$ cat src/hdl/cmd_decoder_defs.vh
// Constants for the command message decoder
`ifndef CMD_DECODER_DEFS_VH
`define CMD_DECODER_DEFS_VH
// Register offsets (word addresses on the plain port)
`define REG_STOP 4'h0
`define REG_SEL 4'h1
`define REG_SPEED 4'h2
`define REG_STATUS 4'h3
`define REG_MASK 4'h4
`define REG_CTRL 4'h5
// Stop field in byte 1, bits 1..2 (lsb-first bit numbering)
`define STOP_LSB 0
`define STOP_RUN 2'h0
`define STOP_REQ 2'h1
// Speed selection flags in byte 1, bits 1..5
`define SEL_WIDTH 5
`define SEL_RESET 5'h00
// Speed-up command, bytes 2..3, little endian
`define SPEED_RESET 16'h0000
`define SPEED_ERR_HI 8'hfe
`define SPEED_NA_HI 8'hff
// Status bits
`define ST_STOP 0
`define ST_SEL 1
`define ST_SPEED 2
`define ST_ERRCLR 3
`endif

$ cat src/hdl/frame_field_pick.v
// Field extraction from a received eight-byte payload
`timescale 1ns/10ps
module frame_field_pick
(
  input wire [63:0] payload,
  output wire [1:0] stopCode,
  output wire [4:0] selFlags,
  output wire [15:0] speedRaw,
  output wire speedValid
);
  `include "cmd_decoder_defs.vh"
  // ****************************************
  // Field slices
  // ****************************************
  assign stopCode = payload[`STOP_LSB+1:`STOP_LSB];
  assign selFlags = payload[4:0];
  assign speedRaw = payload[23:8];
  // Error and not-available high bytes are invalid
  assign speedValid = (payload[23:16] != `SPEED_ERR_HI) &&
    (payload[23:16] != `SPEED_NA_HI);
endmodule // frame_field_pick

$ cat src/hdl/can_stop_speed_cmd_decoder.v
// Decoder for engine-halt and speed-choice command messages
// Behaviour
// - Halt message bits 1-2 of byte 1: 00 run, 01 halt requested.
// - Halt codes 10 and 11 are ignored and leave the state alone.
// - Halt message is event driven; absence never counts as error.
// - Speed message byte 1 bits 1-5: choice1, choice2, up, down, enable.
// - After reset all five flags OFF until a valid message arrives.
// - During reception error the last valid flags are held.
// - After the error clears, new messages are applied again.
// - Speed-up is U16 from byte 2, 0.125 rpm/count, reset 0, held.
`timescale 1ns/10ps
module can_stop_speed_cmd_decoder
(
  input wire clk,
  input wire reset,
  input wire clkEn,
  input wire rxValid,
  input wire rxIsHalt,
  input wire rxIsSpeed,
  input wire [63:0] rxPayload,
  input wire rxError,
  input wire [3:0] regAddr,
  input wire [31:0] regWrData,
  input wire regWr,
  input wire regRd,
  output reg [31:0] regRdData,
  output reg haltRequest,
  output reg speedChoiceOne,
  output reg speedChoiceTwo,
  output reg workMachineUp,
  output reg workMachineDown,
  output reg speedChoiceEnable,
  output reg [15:0] speedUpCmd,
  output reg irq
);
  `include "cmd_decoder_defs.vh"
  wire [1:0] stopCode;
  wire [4:0] selFlags;
  wire [15:0] speedRaw;
  wire speedValid;
  reg [3:0] status_q;
  reg [3:0] mask_q;
  reg errPrev_q;
  reg useErr_q;
  reg [3:0] evt;
  reg [31:0] rdMux;
  reg takeHalt;
  reg takeSpeed;
  // ****************************************
  // Payload fields
  // ****************************************
  frame_field_pick i_frame_field_pick
  (
    .payload(rxPayload),
    .stopCode(stopCode),
    .selFlags(selFlags),
    .speedRaw(speedRaw),
    .speedValid(speedValid)
  );
  // ****************************************
  // Acceptance
  // ****************************************
  always @*
  begin
    // Halt frames never depend on the error flag
    takeHalt = rxValid && rxIsHalt &&
      (stopCode == `STOP_RUN || stopCode == `STOP_REQ);
    // Speed frames are refused while an error stands
    takeSpeed = rxValid && rxIsSpeed &&
      !(rxError && useErr_q);
    evt = 4'h0;
    evt[`ST_STOP] = takeHalt;
    evt[`ST_SEL] = takeSpeed;
    evt[`ST_SPEED] = takeSpeed && speedValid;
    evt[`ST_ERRCLR] = errPrev_q && !rxError;
  end
  // ****************************************
  // Decoded outputs
  // ****************************************
  always @(posedge clk)
  begin
    if (reset)
    begin
      haltRequest <= 1'b0;
      speedChoiceOne <= 1'b0;
      speedChoiceTwo <= 1'b0;
      workMachineUp <= 1'b0;
      workMachineDown <= 1'b0;
      speedChoiceEnable <= 1'b0;
      speedUpCmd <= `SPEED_RESET;
      errPrev_q <= 1'b0;
    end
    else if (clkEn)
    begin
      errPrev_q <= rxError;
      if (takeHalt)
        haltRequest <= (stopCode == `STOP_REQ);
      if (takeSpeed)
      begin
        // Bits 6-8 of byte 1 are not looked at
        speedChoiceOne <= selFlags[0];
        speedChoiceTwo <= selFlags[1];
        workMachineUp <= selFlags[2];
        workMachineDown <= selFlags[3];
        speedChoiceEnable <= selFlags[4];
        if (speedValid)
          speedUpCmd <= speedRaw;
      end
    end
  end
  // ****************************************
  // Register port
  // ****************************************
  always @*
  begin
    rdMux = 32'h00000000;
    case (regAddr)
      `REG_STOP: rdMux[0] = haltRequest;
      `REG_SEL: rdMux[4:0] = {speedChoiceEnable, workMachineDown,
        workMachineUp, speedChoiceTwo, speedChoiceOne};
      `REG_SPEED: rdMux[15:0] = speedUpCmd;
      `REG_STATUS: rdMux[3:0] = status_q;
      `REG_MASK: rdMux[3:0] = mask_q;
      `REG_CTRL: rdMux[1:0] = {rxError, useErr_q};
      default: rdMux = 32'h00000000;
    endcase
  end
  always @(posedge clk)
  begin
    if (reset)
    begin
      regRdData <= 32'h00000000;
      status_q <= 4'h0;
      mask_q <= 4'h0;
      useErr_q <= 1'b1;
      irq <= 1'b0;
    end
    else if (clkEn)
    begin
      regRdData <= regRd ? rdMux : 32'h00000000;
      if (regWr && regAddr == `REG_MASK)
        mask_q <= regWrData[3:0];
      if (regWr && regAddr == `REG_CTRL)
        useErr_q <= regWrData[0];
      // Set wins over write-one-to-clear
      if (regWr && regAddr == `REG_STATUS)
        status_q <= (status_q & ~regWrData[3:0]) | evt;
      else
        status_q <= status_q | evt;
      irq <= |(((status_q & ~((regWr && regAddr == `REG_STATUS) ?
        regWrData[3:0] : 4'h0)) | evt) & mask_q);
    end
  end
endmodule // can_stop_speed_cmd_decoder

$ cat config.mk
export PLATFORM = sky130hd
export DESIGN_NAME = can_stop_speed_cmd_decoder
export DESIGN_NICKNAME = d
export VERILOG_FILES = /design/src/hdl/frame_field_pick.v /design/src/hdl/can_stop_speed_cmd_decoder.v
export VERILOG_INCLUDE_DIRS = /design/src /design/src/hdl
export SDC_FILE = /design/constraint.sdc
export NUM_CORES = 1
export LEC_CHECK = 0
export BUFFER_PORTS_ARGS = -buffer_cell sky130_fd_sc_hd__buf_2
export CELL_PAD_IN_SITES_DETAIL_PLACEMENT = 2
export CELL_PAD_IN_SITES_GLOBAL_PLACEMENT = 2
export CORE_MARGIN = 5
export CORE_UTILIZATION = 21
export DETAILED_ROUTE_END_ITERATION = 8
export MAX_ROUTING_LAYER = met4
export PLACE_DENSITY_LB_ADDON = 0.1
export SLEW_MARGIN = 15
export SYNTH_ARGS = -nofsm -noshare
export SYNTH_HDL_FRONTEND = slang
export SYNTH_SLANG_ARGS = --single-unit
$ cat constraint.sdc
create_clock -name clk -period 1.7 [get_ports clk]
set_input_delay 0.34 -clock clk [delete_from_list [all_inputs] [get_ports clk]]
set_output_delay 0.34 -clock clk [all_outputs]
set_load 0.02 [all_outputs]
After elaboration in Yosys (flattened, before gate mapping)
Cells that the tools add are included.
{"block": "totals", "ff_bits": 65, "input_bits": 109, "output_inout_bits": 55, "elab_cells": 59}
{"block": "op_classes", "eq_ne": 8, "n_mux": 8, "bitwise_logic": 8, "reduce_logical": 22}
{"operator": "16-bit two-way mux", "count": 1}
{"operator": "8-bit != test, second input constant", "count": 2}
{"operator": "4-bit AND", "count": 3}
{"operator": "4-bit bitwise OR", "count": 3}
{"operator": "1-bit logical AND", "count": 11}
{"operator": "11-bit two-way mux", "count": 1}
{"operator": "4-bit by 2-bit == test with 1-bit output, second input constant", "count": 2}
{"operator": "4-bit by 3-bit == test with 1-bit output, second input constant", "count": 2}
{"operator": "4-bit two-way mux", "count": 2}
{"operator": "4-bit inverter", "count": 2}
{"operator": "2-bit case mux with 4 select lines", "count": 1}
{"operator": "2-bit AND reduction", "count": 4}
{"operator": "1-bit case mux with 6 select lines", "count": 1}
{"operator": "1-bit case mux with 5 select lines", "count": 1}
{"operator": "4-bit by 1-bit == test with 1-bit output, second input constant", "count": 1}
{"operator": "4-bit logical NOT", "count": 1}
{"operator": "4-bit OR reduction", "count": 1}
{"operator": "3-bit AND reduction", "count": 1}
{"operator": "2-bit by 1-bit == test with 1-bit output, second input constant", "count": 1}
{"operator": "1-bit logical NOT", "count": 2}
{"operator": "2-bit logical NOT", "count": 1}
{"operator": "1-bit case mux with 2 select lines", "count": 1}
{"operator": "1-bit logical OR", "count": 1}

Logic depth before layout (Yosys ltp)
Gate-level depths: netlist of the first run.
{"block": "depth", "ltp_word": 8, "depth_mapped": 6, "ltp_nobuf": 5}

By module
From an unflattened synthesis of the first run, not the netlist that was laid out.
{"block": "unflattened", "cells_unflattened": 261, "area_unflattened_um2": 2391.0}
{"mod": "can_stop_speed_cmd_decoder", "n_inst": 1, "cells_per_inst": 236, "area_per_inst_um2": 2203.4, "seq_area_each_um2": 980.9}
{"mod": "frame_field_pick", "n_inst": 1, "cells_per_inst": 25, "area_per_inst_um2": 187.7, "seq_area_each_um2": 0.0}

Least setup slack after synthesis of the first run
No wires, ideal clock.
{"block": "synth_timing", "path_type": "input-to-reg", "from": "input port regAddr[1]", "to": "register regRdData[0]", "setup_ns": 0.128, "arrival_time_ns": 1.259, "required_ns": 1.572, "path_slack_ns": 0.313, "path_stages": 4, "n_path_buf": 1, "path_cell_list": "buf_2 > mux4_2 > a22oi_1 > o32ai_1"}
{"block": "synth_via", "elab_chain_cells": 3, "elab_cells_between_ends": 8, "cone_classes": "eq/ne (5); mux (2); reduce/logical (1)"}
{"element": "from (decl)", "line": "can_stop_speed_cmd_decoder.v:22", "source": "input wire [3:0] regAddr,"}
{"element": "4-bit by 3-bit == test with 1-bit output (tied with other cells)", "line": "can_stop_speed_cmd_decoder.v:117", "source": "case (regAddr)"}
{"element": "1-bit case mux with 6 select lines *", "line": "can_stop_speed_cmd_decoder.v:117"}
{"element": "16-bit two-way mux *", "line": "can_stop_speed_cmd_decoder.v:140", "source": "regRdData <= regRd ? rdMux : 32'h00000000;"}
{"element": "to (signal assigned)", "line": "can_stop_speed_cmd_decoder.v:140"}
{"element": "to (decl)", "line": "can_stop_speed_cmd_decoder.v:26", "source": "output reg [31:0] regRdData,"}
Mark *: on every way between the ends. The rest lies on a longest branch, timed or not.
A chain may end at the register's enable or synchronous reset.

Final worst setup path of the first run
{"block": "layout_timing", "from": "register useErr_q", "to": "register irq"}
{"block": "layout_via", "elab_chain_cells": 7}
{"element": "from (decl)", "line": "can_stop_speed_cmd_decoder.v:44", "source": "reg useErr_q;"}
{"element": "from (signal assigned)", "line": "can_stop_speed_cmd_decoder.v:144", "source": "useErr_q <= regWrData[0];"}
{"element": "1-bit logical AND *", "line": "can_stop_speed_cmd_decoder.v:70", "source": "!(rxError && useErr_q);"}
{"element": "1-bit logical NOT *", "line": "can_stop_speed_cmd_decoder.v:70"}
{"element": "1-bit logical AND *", "line": "can_stop_speed_cmd_decoder.v:69", "source": "takeSpeed = rxValid && rxIsSpeed &&"}
{"element": "1-bit logical AND", "line": "can_stop_speed_cmd_decoder.v:74", "source": "evt[`ST_SPEED] = takeSpeed && speedValid;"}
{"element": "4-bit bitwise OR *", "line": "can_stop_speed_cmd_decoder.v:150", "source": "irq <= |(((status_q & ~((regWr && regAddr == `REG_STATUS) ?"}
{"element": "4-bit AND *", "line": "can_stop_speed_cmd_decoder.v:150"}
{"element": "4-bit OR reduction *", "line": "can_stop_speed_cmd_decoder.v:150"}
{"element": "to (signal assigned)", "line": "can_stop_speed_cmd_decoder.v:150"}
{"element": "to (decl)", "line": "can_stop_speed_cmd_decoder.v:34", "source": "output reg irq"}
Marks and branches as above.

==> results of run 1 <==
-- cell type report --
cell class	instances	area share, %
multi-input cells	186	37.93
flip-flops and latches	49	33.15
repair buffers	91	17.93
well taps	140	5.920
clock buffers	5	2.326
clock inverters	3	1.607
inverters	9	1.142
-- metal layers --
layer / vias up / GRT usage, % / share of wire (%)
li1: 1014 / - / -
met1: 1020 / 15.22 / 45
met2: 55 / 20.02 / 48
met3: 4 / 3.767 / 5.9
met4: 0 / 2.138 / 0.58
met5: - / - / 0
-- worst min path at each step --
stage	endpoint
final	speedUpCmd[7]
after global routing	speedUpCmd[3]
after CTS	speedUpCmd[3]
after detailed placement	regRdData[1]
after global placement	regRdData[2]
after floorplan	errPrev_q
-- worst max-delay path: cells and delay by family, from the launching register on --
family             cells  cell delay, ns
AOI/OAI and AO/OA      3            0.72
DFF                    1            0.34
and+or+nand+nor        2            0.23
-- report_power, final --
| group | switching [mW] | internal [mW] |
|---|---|---|
| Sequential | 0.0144 | 1.17 |
| Clock | 0.445 | 0.450 |
| Combinational | 0.171 | 0.101 |
-- cells by family after synthesis --
group | count (synthesis) | share of synthesized area (%)
muxes | 27 | 12.69
and+or+nand+nor | 94 | 20.90
DFF | 49 | 43.24
AOI/OAI and AO/OA | 49 | 13.24
buffers and inverters | 39 | 9.763
other | 1 | 0.1653
-- placed cells by master (no fill, tap or decap), types with 3 or more instances in the layout --
cell type / n
a21oi_1: 23
a22oi_1: 5
buf_12: 3
buf_2: 76
buf_4: 12
clkbuf_8: 5
conb_1: 16
dfxtp_1: 49
inv_1: 9
mux2_2: 4
mux2i_1: 22
nand2_1: 11
nand3_1: 7
nand4_1: 3
nor2_1: 43
nor2b_1: 16
o21ai_0: 10
o32ai_1: 4
-- metrics by stage --
step	area [um2]	util, %
after floorplan	2325	-
after global placement	2843	26.57
after detailed placement	2843	26.57
after CTS	2959	27.66
after global routing	2959	27.66
final	2959	27.66
-- state kept, by name (all words and copies together), names as in the netlist, 4 cells and up --
| signal | flops |
|---|---|
| regRdData | 16 |
| mask_q | 4 |
| speedUpCmd | 16 |
| status_q | 4 |
==> impl_metrics.env, run 1 <==
export IMPL_clk_latency_ns=0.30
export IMPL_num_rows=38
export IMPL_r2r_setup_slack_ns=0.33
export IMPL_dp_cells=475
export IMPL_synth_area_top_cells="dfxtp_1, mux2i_1, nor2_1"
export IMPL_r2r_end="irq"
export IMPL_grt_total_usage_pct=12.28
export IMPL_power_leakage_nw=1.333
export IMPL_cts_resized=0
export IMPL_grt_overflow=0
export IMPL_die_height_um=113.9
export IMPL_antenna_diode_count=0
export IMPL_final_seq_area_um2=980.9
export IMPL_path_clk_slew_ns=0.11
export IMPL_clock_sinks=49
export IMPL_crit_chain="nand2_1 > nand3_1 > o311ai_0 > a211oi_2 > a211oi_2"
export IMPL_post_place_ws_ns=0.06203
export IMPL_cts_tree="done"
export IMPL_holdBufCountCts=0
export IMPL_io_buffers=76
export IMPL_drv_slew=0
export IMPL_fin_cells=483
export IMPL_synth_top_area_share_pct=43.24
export IMPL_ir_worst_vdd_v=0.0003161
export IMPL_cp_arrival_ns=1.60
export IMPL_cp_max_fo=3
export IMPL_dp_hpwl_mm=5.935
export IMPL_fp_dieW_um=113.9
export IMPL_synth_flop_cell="dfxtp_1"
export IMPL_setup_viol=0
export IMPL_r2r_start="useErr_q"
export IMPL_synth_area_per_cell_um2=8.758
export IMPL_worstHoldPathType="input pin to flip-flop"
export IMPL_area_growth_pct=30.45
export IMPL_hold_ws_ns=0.2590
export IMPL_cp_startpoint="useErr_q"
export IMPL_synth_most_common_cell="dfxtp_1"
export IMPL_io_pin_count=164
export IMPL_finalCriticalPeriod_ns=1.373
export IMPL_seq_area_frac_synth_pct=43.24
export IMPL_setup_worst_path_start_class="flip-flop"
export IMPL_synth_warning_count=0
export IMPL_fmax_mhz=728.1
export IMPL_layout_drive_gt1_share_pct=32.65
export IMPL_via_per_inst=4.333
export IMPL_ys_types=36
export IMPL_cpMaxStageDelayCell="o311ai_0"
export IMPL_drt_first_pass_iters=4
export IMPL_grt_pass1_wl_mm=12.16
export IMPL_wire_per_inst_um=15.94
export IMPL_rsz0062_at_grt="no"
export IMPL_hold_path_depth=3
export IMPL_cp_required_ns=1.93
export IMPL_synth_common_cells="dfxtp_1, nor2_1, a21oi_1"
export IMPL_drc=0
export IMPL_design_power_total_mw=2.348
export IMPL_grt_max_degree=27
export IMPL_synthCells=259
export IMPL_worst_slack_ns=0.3266
export IMPL_endpoint="irq"
export IMPL_async_flop_share_pct=0
export IMPL_rr_worst_depth=5
export IMPL_slowest_delay_ns=0.43
export IMPL_powerDensity_nw_per_um2=793.5
export IMPL_routabilityCongestion=0.7339
export IMPL_drv_cap=0
export IMPL_htree_levels=2
export IMPL_cts_root_buf="clkbuf_8"
export IMPL_finish_net_count=451
export IMPL_multi_input_area_um2=1122
export IMPL_fin_setup_tns_ns=0
export IMPL_fp_coreArea_um2=10700
export IMPL_drtAntennaViolNets=0
export IMPL_antenna_found_initial=0
export IMPL_period_share_pct=80.79
export IMPL_drt_iter0_markers=29
export IMPL_start_util_pct=21.20
export IMPL_num_fill_cells=1291
export IMPL_dieArea_um2=12980
export IMPL_criticalPathCategory="flip-flop to flip-flop"
export IMPL_finalHoldViolCount=0
export IMPL_path_common_cell="a211oi_2"
export IMPL_synth_seq_cells=49
export IMPL_hold_start="rxPayload[15]"
export IMPL_skew_ns=0.006753
export IMPL_grt_pass1_vias=2306
export IMPL_yosys_area_top_type="dfxtp_1"
export IMPL_post_cts_buffers=0
export IMPL_vias=2093
export IMPL_status="completed"
export IMPL_clk_path_buf_depth=2
export IMPL_cp_end_kind="flip-flop"
export IMPL_synth_edf_count=0
export IMPL_synth_area_um2=2268
export IMPL_cts_made_buffers=5
export IMPL_drt_wl_total_mm=7.700
(Power assumes the default switching activity.)
==> run 2: changes to the inputs <==
- ABC_AREA: unset -> 1
- CORE_UTILIZATION: 21 -> 19
- clock period: 1.7 -> 1.3 ns (I/O delays scaled with it)
==> run 2 against run 1 <==
The flow now finishes with violations (negative setup slack). Sequential share of layout area down 2.3 points. Clock-buffer cell count grew 1. Combinational power up 72%. Clock skew is 0.0036 ns lower. Fmax grew 3.9%. Final cell count rose by 18%. Hold slack lost 0.061 ns. Highest routed layer unchanged. Sequential cell count is the same. Total power rose by 43%. Design area is 7.7% higher. Critical path type unchanged. Clock power rose by 47%.
==> impl_metrics.env, run 2 <==
export IMPL_start_util_pct=19.12
export IMPL_drv_slew=0
export IMPL_design_power_total_mw=3.353
export IMPL_drc=0
export IMPL_r2r_start="useErr_q"
export IMPL_cp_max_fo=9
export IMPL_io_buffers=76
export IMPL_layout_drive_gt1_share_pct=32.55
export IMPL_finish_net_count=532
export IMPL_r2r_setup_slack_ns=-0.02
export IMPL_worst_slack_ns=-0.02182
export IMPL_cp_end_kind="flip-flop"
export IMPL_synth_top_area_share_pct=43.24
export IMPL_worstHoldPathType="input pin to flip-flop"
export IMPL_io_pin_count=164
export IMPL_holdBufCountCts=0
export IMPL_failed_checks="negative setup slack"
export IMPL_hold_start="rxPayload[3]"
export IMPL_fp_dieW_um=119.3
export IMPL_p_clk_share_pct=39.4
export IMPL_layout_commonest_cell="buf_2"
export IMPL_synth_flop_cell="dfxtp_1"
export IMPL_hold_path_depth=3
export IMPL_drt_wl_total_mm=8.589
export IMPL_drv_cap=0
export IMPL_setup_viol=3
export IMPL_synthCells=320
export IMPL_wire_per_inst_um=15.04
export IMPL_synth_edf_count=0
export IMPL_seqPwrFrac_pct=46.7
export IMPL_grt_pass1_vias=2646
export IMPL_routabilityCongestion=0.7591
export IMPL_clock_sinks=49
export IMPL_yosys_area_top_type="dfxtp_1"
export IMPL_synth_area_per_cell_um2=7.089
export IMPL_num_fill_cells=1430
export IMPL_synth_area_top_cells="dfxtp_1, nand2_1, nor2_1"
export IMPL_antenna_diode_count=0
export IMPL_cp_required_ns=1.52
export IMPL_synth_seq_cells=49
export IMPL_antenna_found_initial=0
export IMPL_htree_levels=2
export IMPL_finalInstanceArea_um2=3187
export IMPL_status="finished with violations"
export IMPL_via_per_inst=4.173
export IMPL_drt_iter0_markers=58
export IMPL_cp_arrival_ns=1.54
export IMPL_synth_xor_area_share_pct=0
export IMPL_reg_top3="regRdData: 16 flops, speedUpCmd: 16 flops"
export IMPL_criticalPathCategory="flip-flop to flip-flop"
export IMPL_fp_coreArea_um2=11860
export IMPL_finalCriticalPeriod_ns=1.322
export IMPL_cts_made_buffers=5
export IMPL_holdPathEnd="workMachineDown"
export IMPL_switching_share_pct=27.69
export IMPL_period_share_pct=101.7
export IMPL_combinationalPowerShare_pct=13.9
export IMPL_die_height_um=119.3
export IMPL_synth_common_cells="nand2_1, dfxtp_1, nor2_1"
export IMPL_synth_warning_count=0
export IMPL_dp_hpwl_mm=6.650
export IMPL_rr_worst_depth=7
export IMPL_rsz0062_at_grt="yes"
export IMPL_cts_root_buf="clkbuf_16"
export IMPL_skew_ns=0.003138
export IMPL_final_cell_mix="buf_2, nand2_1, dfxtp_1"
export IMPL_ys_types=24
export IMPL_p_sw_uw=928.5
export IMPL_synth_most_common_cell="nand2_1"
export IMPL_num_rows=40
export IMPL_grt_overflow=0
export IMPL_grt_pass1_wl_mm=13.59
export IMPL_drt_first_pass_iters=4
export IMPL_clk_path_buf_depth=2
export IMPL_placed_cell_area_um2=2903
export IMPL_synth_area_um2=2268
export IMPL_synth_compound_area_share_pct=15.11
export IMPL_drtAntennaViolNets=0
export IMPL_async_flop_share_pct=0
export IMPL_synthAdderAreaFrac_pct=0
export IMPL_seq_area_frac_synth_pct=43.24
export IMPL_powerDensity_nw_per_um2=1052
export IMPL_fmax_mhz=756.5
export IMPL_ir_worst_vdd_v=0.0005244
export IMPL_r2r_end="status_q[2]"
export IMPL_synthMuxAreaShare_pct=0
export IMPL_synth_top_family_by_area="simple AND/OR/NAND/NOR gates"
export IMPL_finalHoldViolCount=0
export IMPL_vias=2383
export IMPL_setup_worst_path_start_class="flip-flop"
export IMPL_internal_power_mw=2.425
export IMPL_yosys_area_share_simple_pct=28.74
export IMPL_clk_latency_ns=0.29
export IMPL_area_growth_pct=40.49
export IMPL_grt_max_degree=23
export IMPL_path_clk_slew_ns=0.07
export IMPL_power_leakage_nw=1.460
export IMPL_grt_total_usage_pct=12.35
export IMPL_dieArea_um2=14220
export IMPL_cts_tree="done"
-- run 2: cell types whose count changed in the layout (fill, tap and decap cells not counted), moves of 5 or more --
cell,delta
a21oi_1,+5
a22oi_1,-5
buf_4,+14
clkbuf_16,+5
clkbuf_8,-5
inv_1,+12
mux2i_1,-22
nand2_1,+63
nand3_1,+7
nor2_2,+7
nor2b_1,-16
o21ai_0,+12
o21ai_1,+13
-- run 2: worst max-delay path, stage by stage, from the launching register on --
cell     delay (ns)
dfxtp_2        0.33
a21oi_4        0.18
inv_4          0.07
nor2_8         0.13
buf_4          0.14
nand2_4        0.09
buf_4          0.16
a21oi_1        0.13
-- run 2: cell families (layout without fill, tap and decap cells) --
kind of cell,count (synthesis),after routing
buffers and inverters,52,140
AO/OA/AOI/OAI,67,67
AND/OR/NAND/NOR,151,152
flip-flops,49,49
other,1,16
-- run 2: how the worst max path moves through the flow --
stage / start / endpoint / slack [ns] / depth (start not counted)
floorplan: useErr_q / speedUpCmd[10] / 0.15 / 7
global placement: rxValid / speedUpCmd[2] / -0.1 / 9
CTS: useErr_q / speedUpCmd[2] / 0.002 / 7
finish: useErr_q / status_q[2] / -0.02 / 7
global route: useErr_q / status_q[2] / -0.09 / 7
detailed placement: rxValid / speedUpCmd[7] / -0.11 / 9
-- run 2: final cells by class --
class | count | area [um2] | share of cell area, %
clock buffer | 6 | 128.9 | 4.044
inverter | 26 | 116.4 | 3.651
clock inverter | 2 | 15.01 | 0.4711
timing repair buffer | 106 | 638.1 | 20.02
sequential | 49 | 982.2 | 30.82
tap | 147 | 183.9 | 5.771
multi-input combinational | 235 | 1122 | 35.22
-- run 2: power by group through the flow --
stage               sequential [mW]  clock (mW)  combinational [mW]
global placement               1.60           0               0.438
CTS                            1.57        1.38               0.455
global route                   1.57        1.44               0.522
detailed placement             1.60           0               0.446
floorplan                      1.63           0               0.237
finish                         1.57        1.32               0.467
-- run 2: metrics by stage --
stage / util (%) / instances / worst slack (ns) / TNS [ns] / hold WS [ns]
2_1_floorplan: - / 335 / 0.1499 / 0 / 0.3291
3_3_place_gp: 24.47 / 557 / -0.09695 / -2.470 / 0.4483
3_5_place_dp: 24.47 / 557 / -0.1089 / -3.012 / 0.4564
4_1_cts: 25.92 / 567 / 0.001951 / 0 / 0.1950
5_1_grt: 26.87 / 571 / -0.08584 / -1.010 / 0.2063
6_report: 26.87 / 571 / -0.02182 / -0.02880 / 0.1976
-- run 2: metal layers --
layer	wire length [um]	GRT usage (%)	vias to the layer above
li1	-	-	1200
met1	3935	14.97	1129
met2	4288	21.41	48
met3	237	1.614	6
met4	128	3.621	0
met5	0	-	-
-- run 2: timing repair --
item	CTS	global route
buffers inserted	2	4
gates resized for setup	4	28
pin swaps	0	9
setup endpoints to repair	18	21
cloned	0	1
hold endpoints to repair	0	0
==> run 3: changes to the inputs <==
- CORE_ASPECT_RATIO: unset -> 1.25
- PLACE_DENSITY: unset -> 0.86
- PLACE_DENSITY_LB_ADDON: 0.1 -> unset
==> run 3 against run 2 <==
Fmax up 3.5%. Sequential share of layout area down 0.55 points. The flow now finishes without violations. Global-route usage up 0.56 points. First-iteration DRC count down 21%. Highest routed layer unchanged. Via count up 3.1%. Largest cell class unchanged. Largest power group unchanged. Hold slack worse by 0.0012 ns.
==> impl_metrics.env, run 3 (synthesized netlist as in run 2, its figures left out) <==
export IMPL_status="completed"
export IMPL_worstHoldPathType="input pin to flip-flop"
export IMPL_cts_tree="done"
export IMPL_drv_cap=0
export IMPL_final_cell_mix="buf_2, nand2_1, dfxtp_1"
export IMPL_area_growth_pct=43.02
export IMPL_drtAntennaViolNets=0
export IMPL_antenna_found_initial=0
export IMPL_num_rows=44
export IMPL_vias=2456
export IMPL_criticalPathCategory="flip-flop to flip-flop"
export IMPL_cpMaxStageDelayCell="dfxtp_2"
export IMPL_fp_dieW_um=107.7
export IMPL_ir_worst_vdd_v=0.0007448
export IMPL_placed_cell_area_um2=2955
export IMPL_antenna_diode_count=0
export IMPL_wire_per_inst_um=15.02
export IMPL_p_sw_uw=917.0
export IMPL_rr_worst_depth=6
export IMPL_cp_end_kind="flip-flop"
export IMPL_powerDensity_nw_per_um2=1092
export IMPL_clock_sinks=49
export IMPL_layout_drive_gt1_share_pct=34.43
export IMPL_setup_worst_path_start_class="flip-flop"
export IMPL_r2r_setup_slack_ns=0.02
export IMPL_dp_hpwl_mm=7.264
export IMPL_io_pin_count=164
export IMPL_p_clk_share_pct=42.2
export IMPL_period_share_pct=98.25
export IMPL_r2r_start="useErr_q"
export IMPL_clk_path_buf_depth=2
export IMPL_die_height_um=132.2
export IMPL_worst_slack_ns=0.02279
export IMPL_clk_latency_ns=0.29
export IMPL_endpoint="speedChoiceEnable"
export IMPL_reg_top3="regRdData: 16 flops, speedUpCmd: 16 flops"
export IMPL_skew_ns=0.006065
export IMPL_cp_startpoint="useErr_q"
export IMPL_finish_net_count=532
export IMPL_grt_overflow=0
export IMPL_grt_total_usage_pct=12.91
export IMPL_start_util_pct=19.44
export IMPL_power_leakage_nw=1.492
export IMPL_finalCriticalPeriod_ns=1.277
export IMPL_drt_iter0_markers=46
export IMPL_cts_made_buffers=5
export IMPL_cts_root_buf="clkbuf_16"
export IMPL_fp_coreArea_um2=11670
export IMPL_r2r_end="speedChoiceEnable"
export IMPL_cp_max_fo=7
export IMPL_finalHoldViolCount=0
export IMPL_drt_wl_total_mm=8.785
export IMPL_grt_pass1_wl_mm=14.23
export IMPL_grt_max_degree=28
export IMPL_hold_start="rxPayload[3]"
export IMPL_path_clk_slew_ns=0.07
export IMPL_finalInstanceArea_um2=3244
export IMPL_routabilityCongestion=0.8098
export IMPL_via_per_inst=4.198
export IMPL_layout_commonest_cell="buf_2"
export IMPL_io_buffers=76
export IMPL_switching_share_pct=25.87
export IMPL_combinationalPowerShare_pct=13.6
export IMPL_drt_first_pass_iters=4
export IMPL_grt_pass1_vias=2806
export IMPL_drv_slew=0
export IMPL_setup_viol=0
export IMPL_drc=0
export IMPL_fmax_mhz=783.0
export IMPL_slowest_delay_ns=0.33
export IMPL_post_place_ws_ns=-0.1838
export IMPL_rsz0062_at_grt="yes"
export IMPL_dieArea_um2=14240
export IMPL_htree_levels=2
export IMPL_cp_required_ns=1.48
export IMPL_crit_chain="a21oi_4 > inv_2 > nor2_8 > clkinvlp_4 > o21ai_2 > a21oi_1"
export IMPL_internal_power_mw=2.627
export IMPL_cp_arrival_ns=1.46
export IMPL_seqPwrFrac_pct=44.2
-- run 3: cell count changes in the layout (fill, tap and decap cells not counted), moves of 2 or more --
cell | previous run | this run
clkinvlp_4 | 3 | 1
nor2_1 | 42 | 47
nor2_2 | 7 | 2
o21ai_0 | 22 | 18
o21ai_1 | 13 | 2
o21ai_2 | 1 | 16
-- run 3: repair_timing --
item,CTS,global route
gates resized for setup,36,4
setup buffers,3,0
pin swaps,2,3
setup endpoints to repair,13,21
hold buffers,0,0
-- run 3: worst min path at each step --
stage / end / slack [ns] / depth (start not counted)
2_1_floorplan: regRdData[0] / 0.33 / 1
3_3_place_gp: regRdData[13] / 0.45 / 2
3_5_place_dp: regRdData[11] / 0.46 / 2
4_1_cts: workMachineDown / 0.19 / 3
5_1_grt: speedUpCmd[4] / 0.20 / 3
6_report: workMachineDown / 0.20 / 3
-- run 3: per-layer routing --
layer	global-route usage, %	wire length [um]	vias up
met3	2.303	357	5
met4	3.088	81	0
met2	23.69	4738	57
met5	-	0	-
li1	-	-	1203
met1	14.25	3607	1191
-- run 3: power groups by stage --
stage,clock [mW],sequential [mW],combinational (mW)
6_report,1.49,1.57,0.483
5_1_grt,1.61,1.57,0.534
4_1_cts,1.55,1.57,0.489
3_5_place_dp,0,1.60,0.455
3_3_place_gp,0,1.60,0.439
2_1_floorplan,0,1.63,0.237
-- run 3: area by class of cell --
type                    count  area, um2
fillers                  1414       8427
multi-input cells         234       1141
flip-flops and latches     49      982.2
clock buffers               6      128.9
repair buffers            107      645.6
well taps                 161      201.4
inverters                  26      106.4
clock inverters             2      38.79
-- run 3: metrics by stage --
step	TNS [ns]	utilization [%]	power (mW)	std cells	hold slack, ns
after floorplan	0	-	1.865	335	0.3291
after CTS	-0.1784	27.65	3.606	585	0.1932
after global routing	-0.3410	27.80	3.717	585	0.2038
after detailed placement	-2.880	25.32	2.057	574	0.4558
after global placement	-1.497	25.32	2.039	574	0.4545
final	0	27.80	3.544	585	0.1965
-- run 3: critical path: cells and delay by family, from the launching register on --
family | cells | cell delay, ns
buffers and inverters | 2 | 0.29
AOI/OAI and AO/OA | 3 | 0.38
DFF | 1 | 0.33
and+or+nand+nor | 1 | 0.15
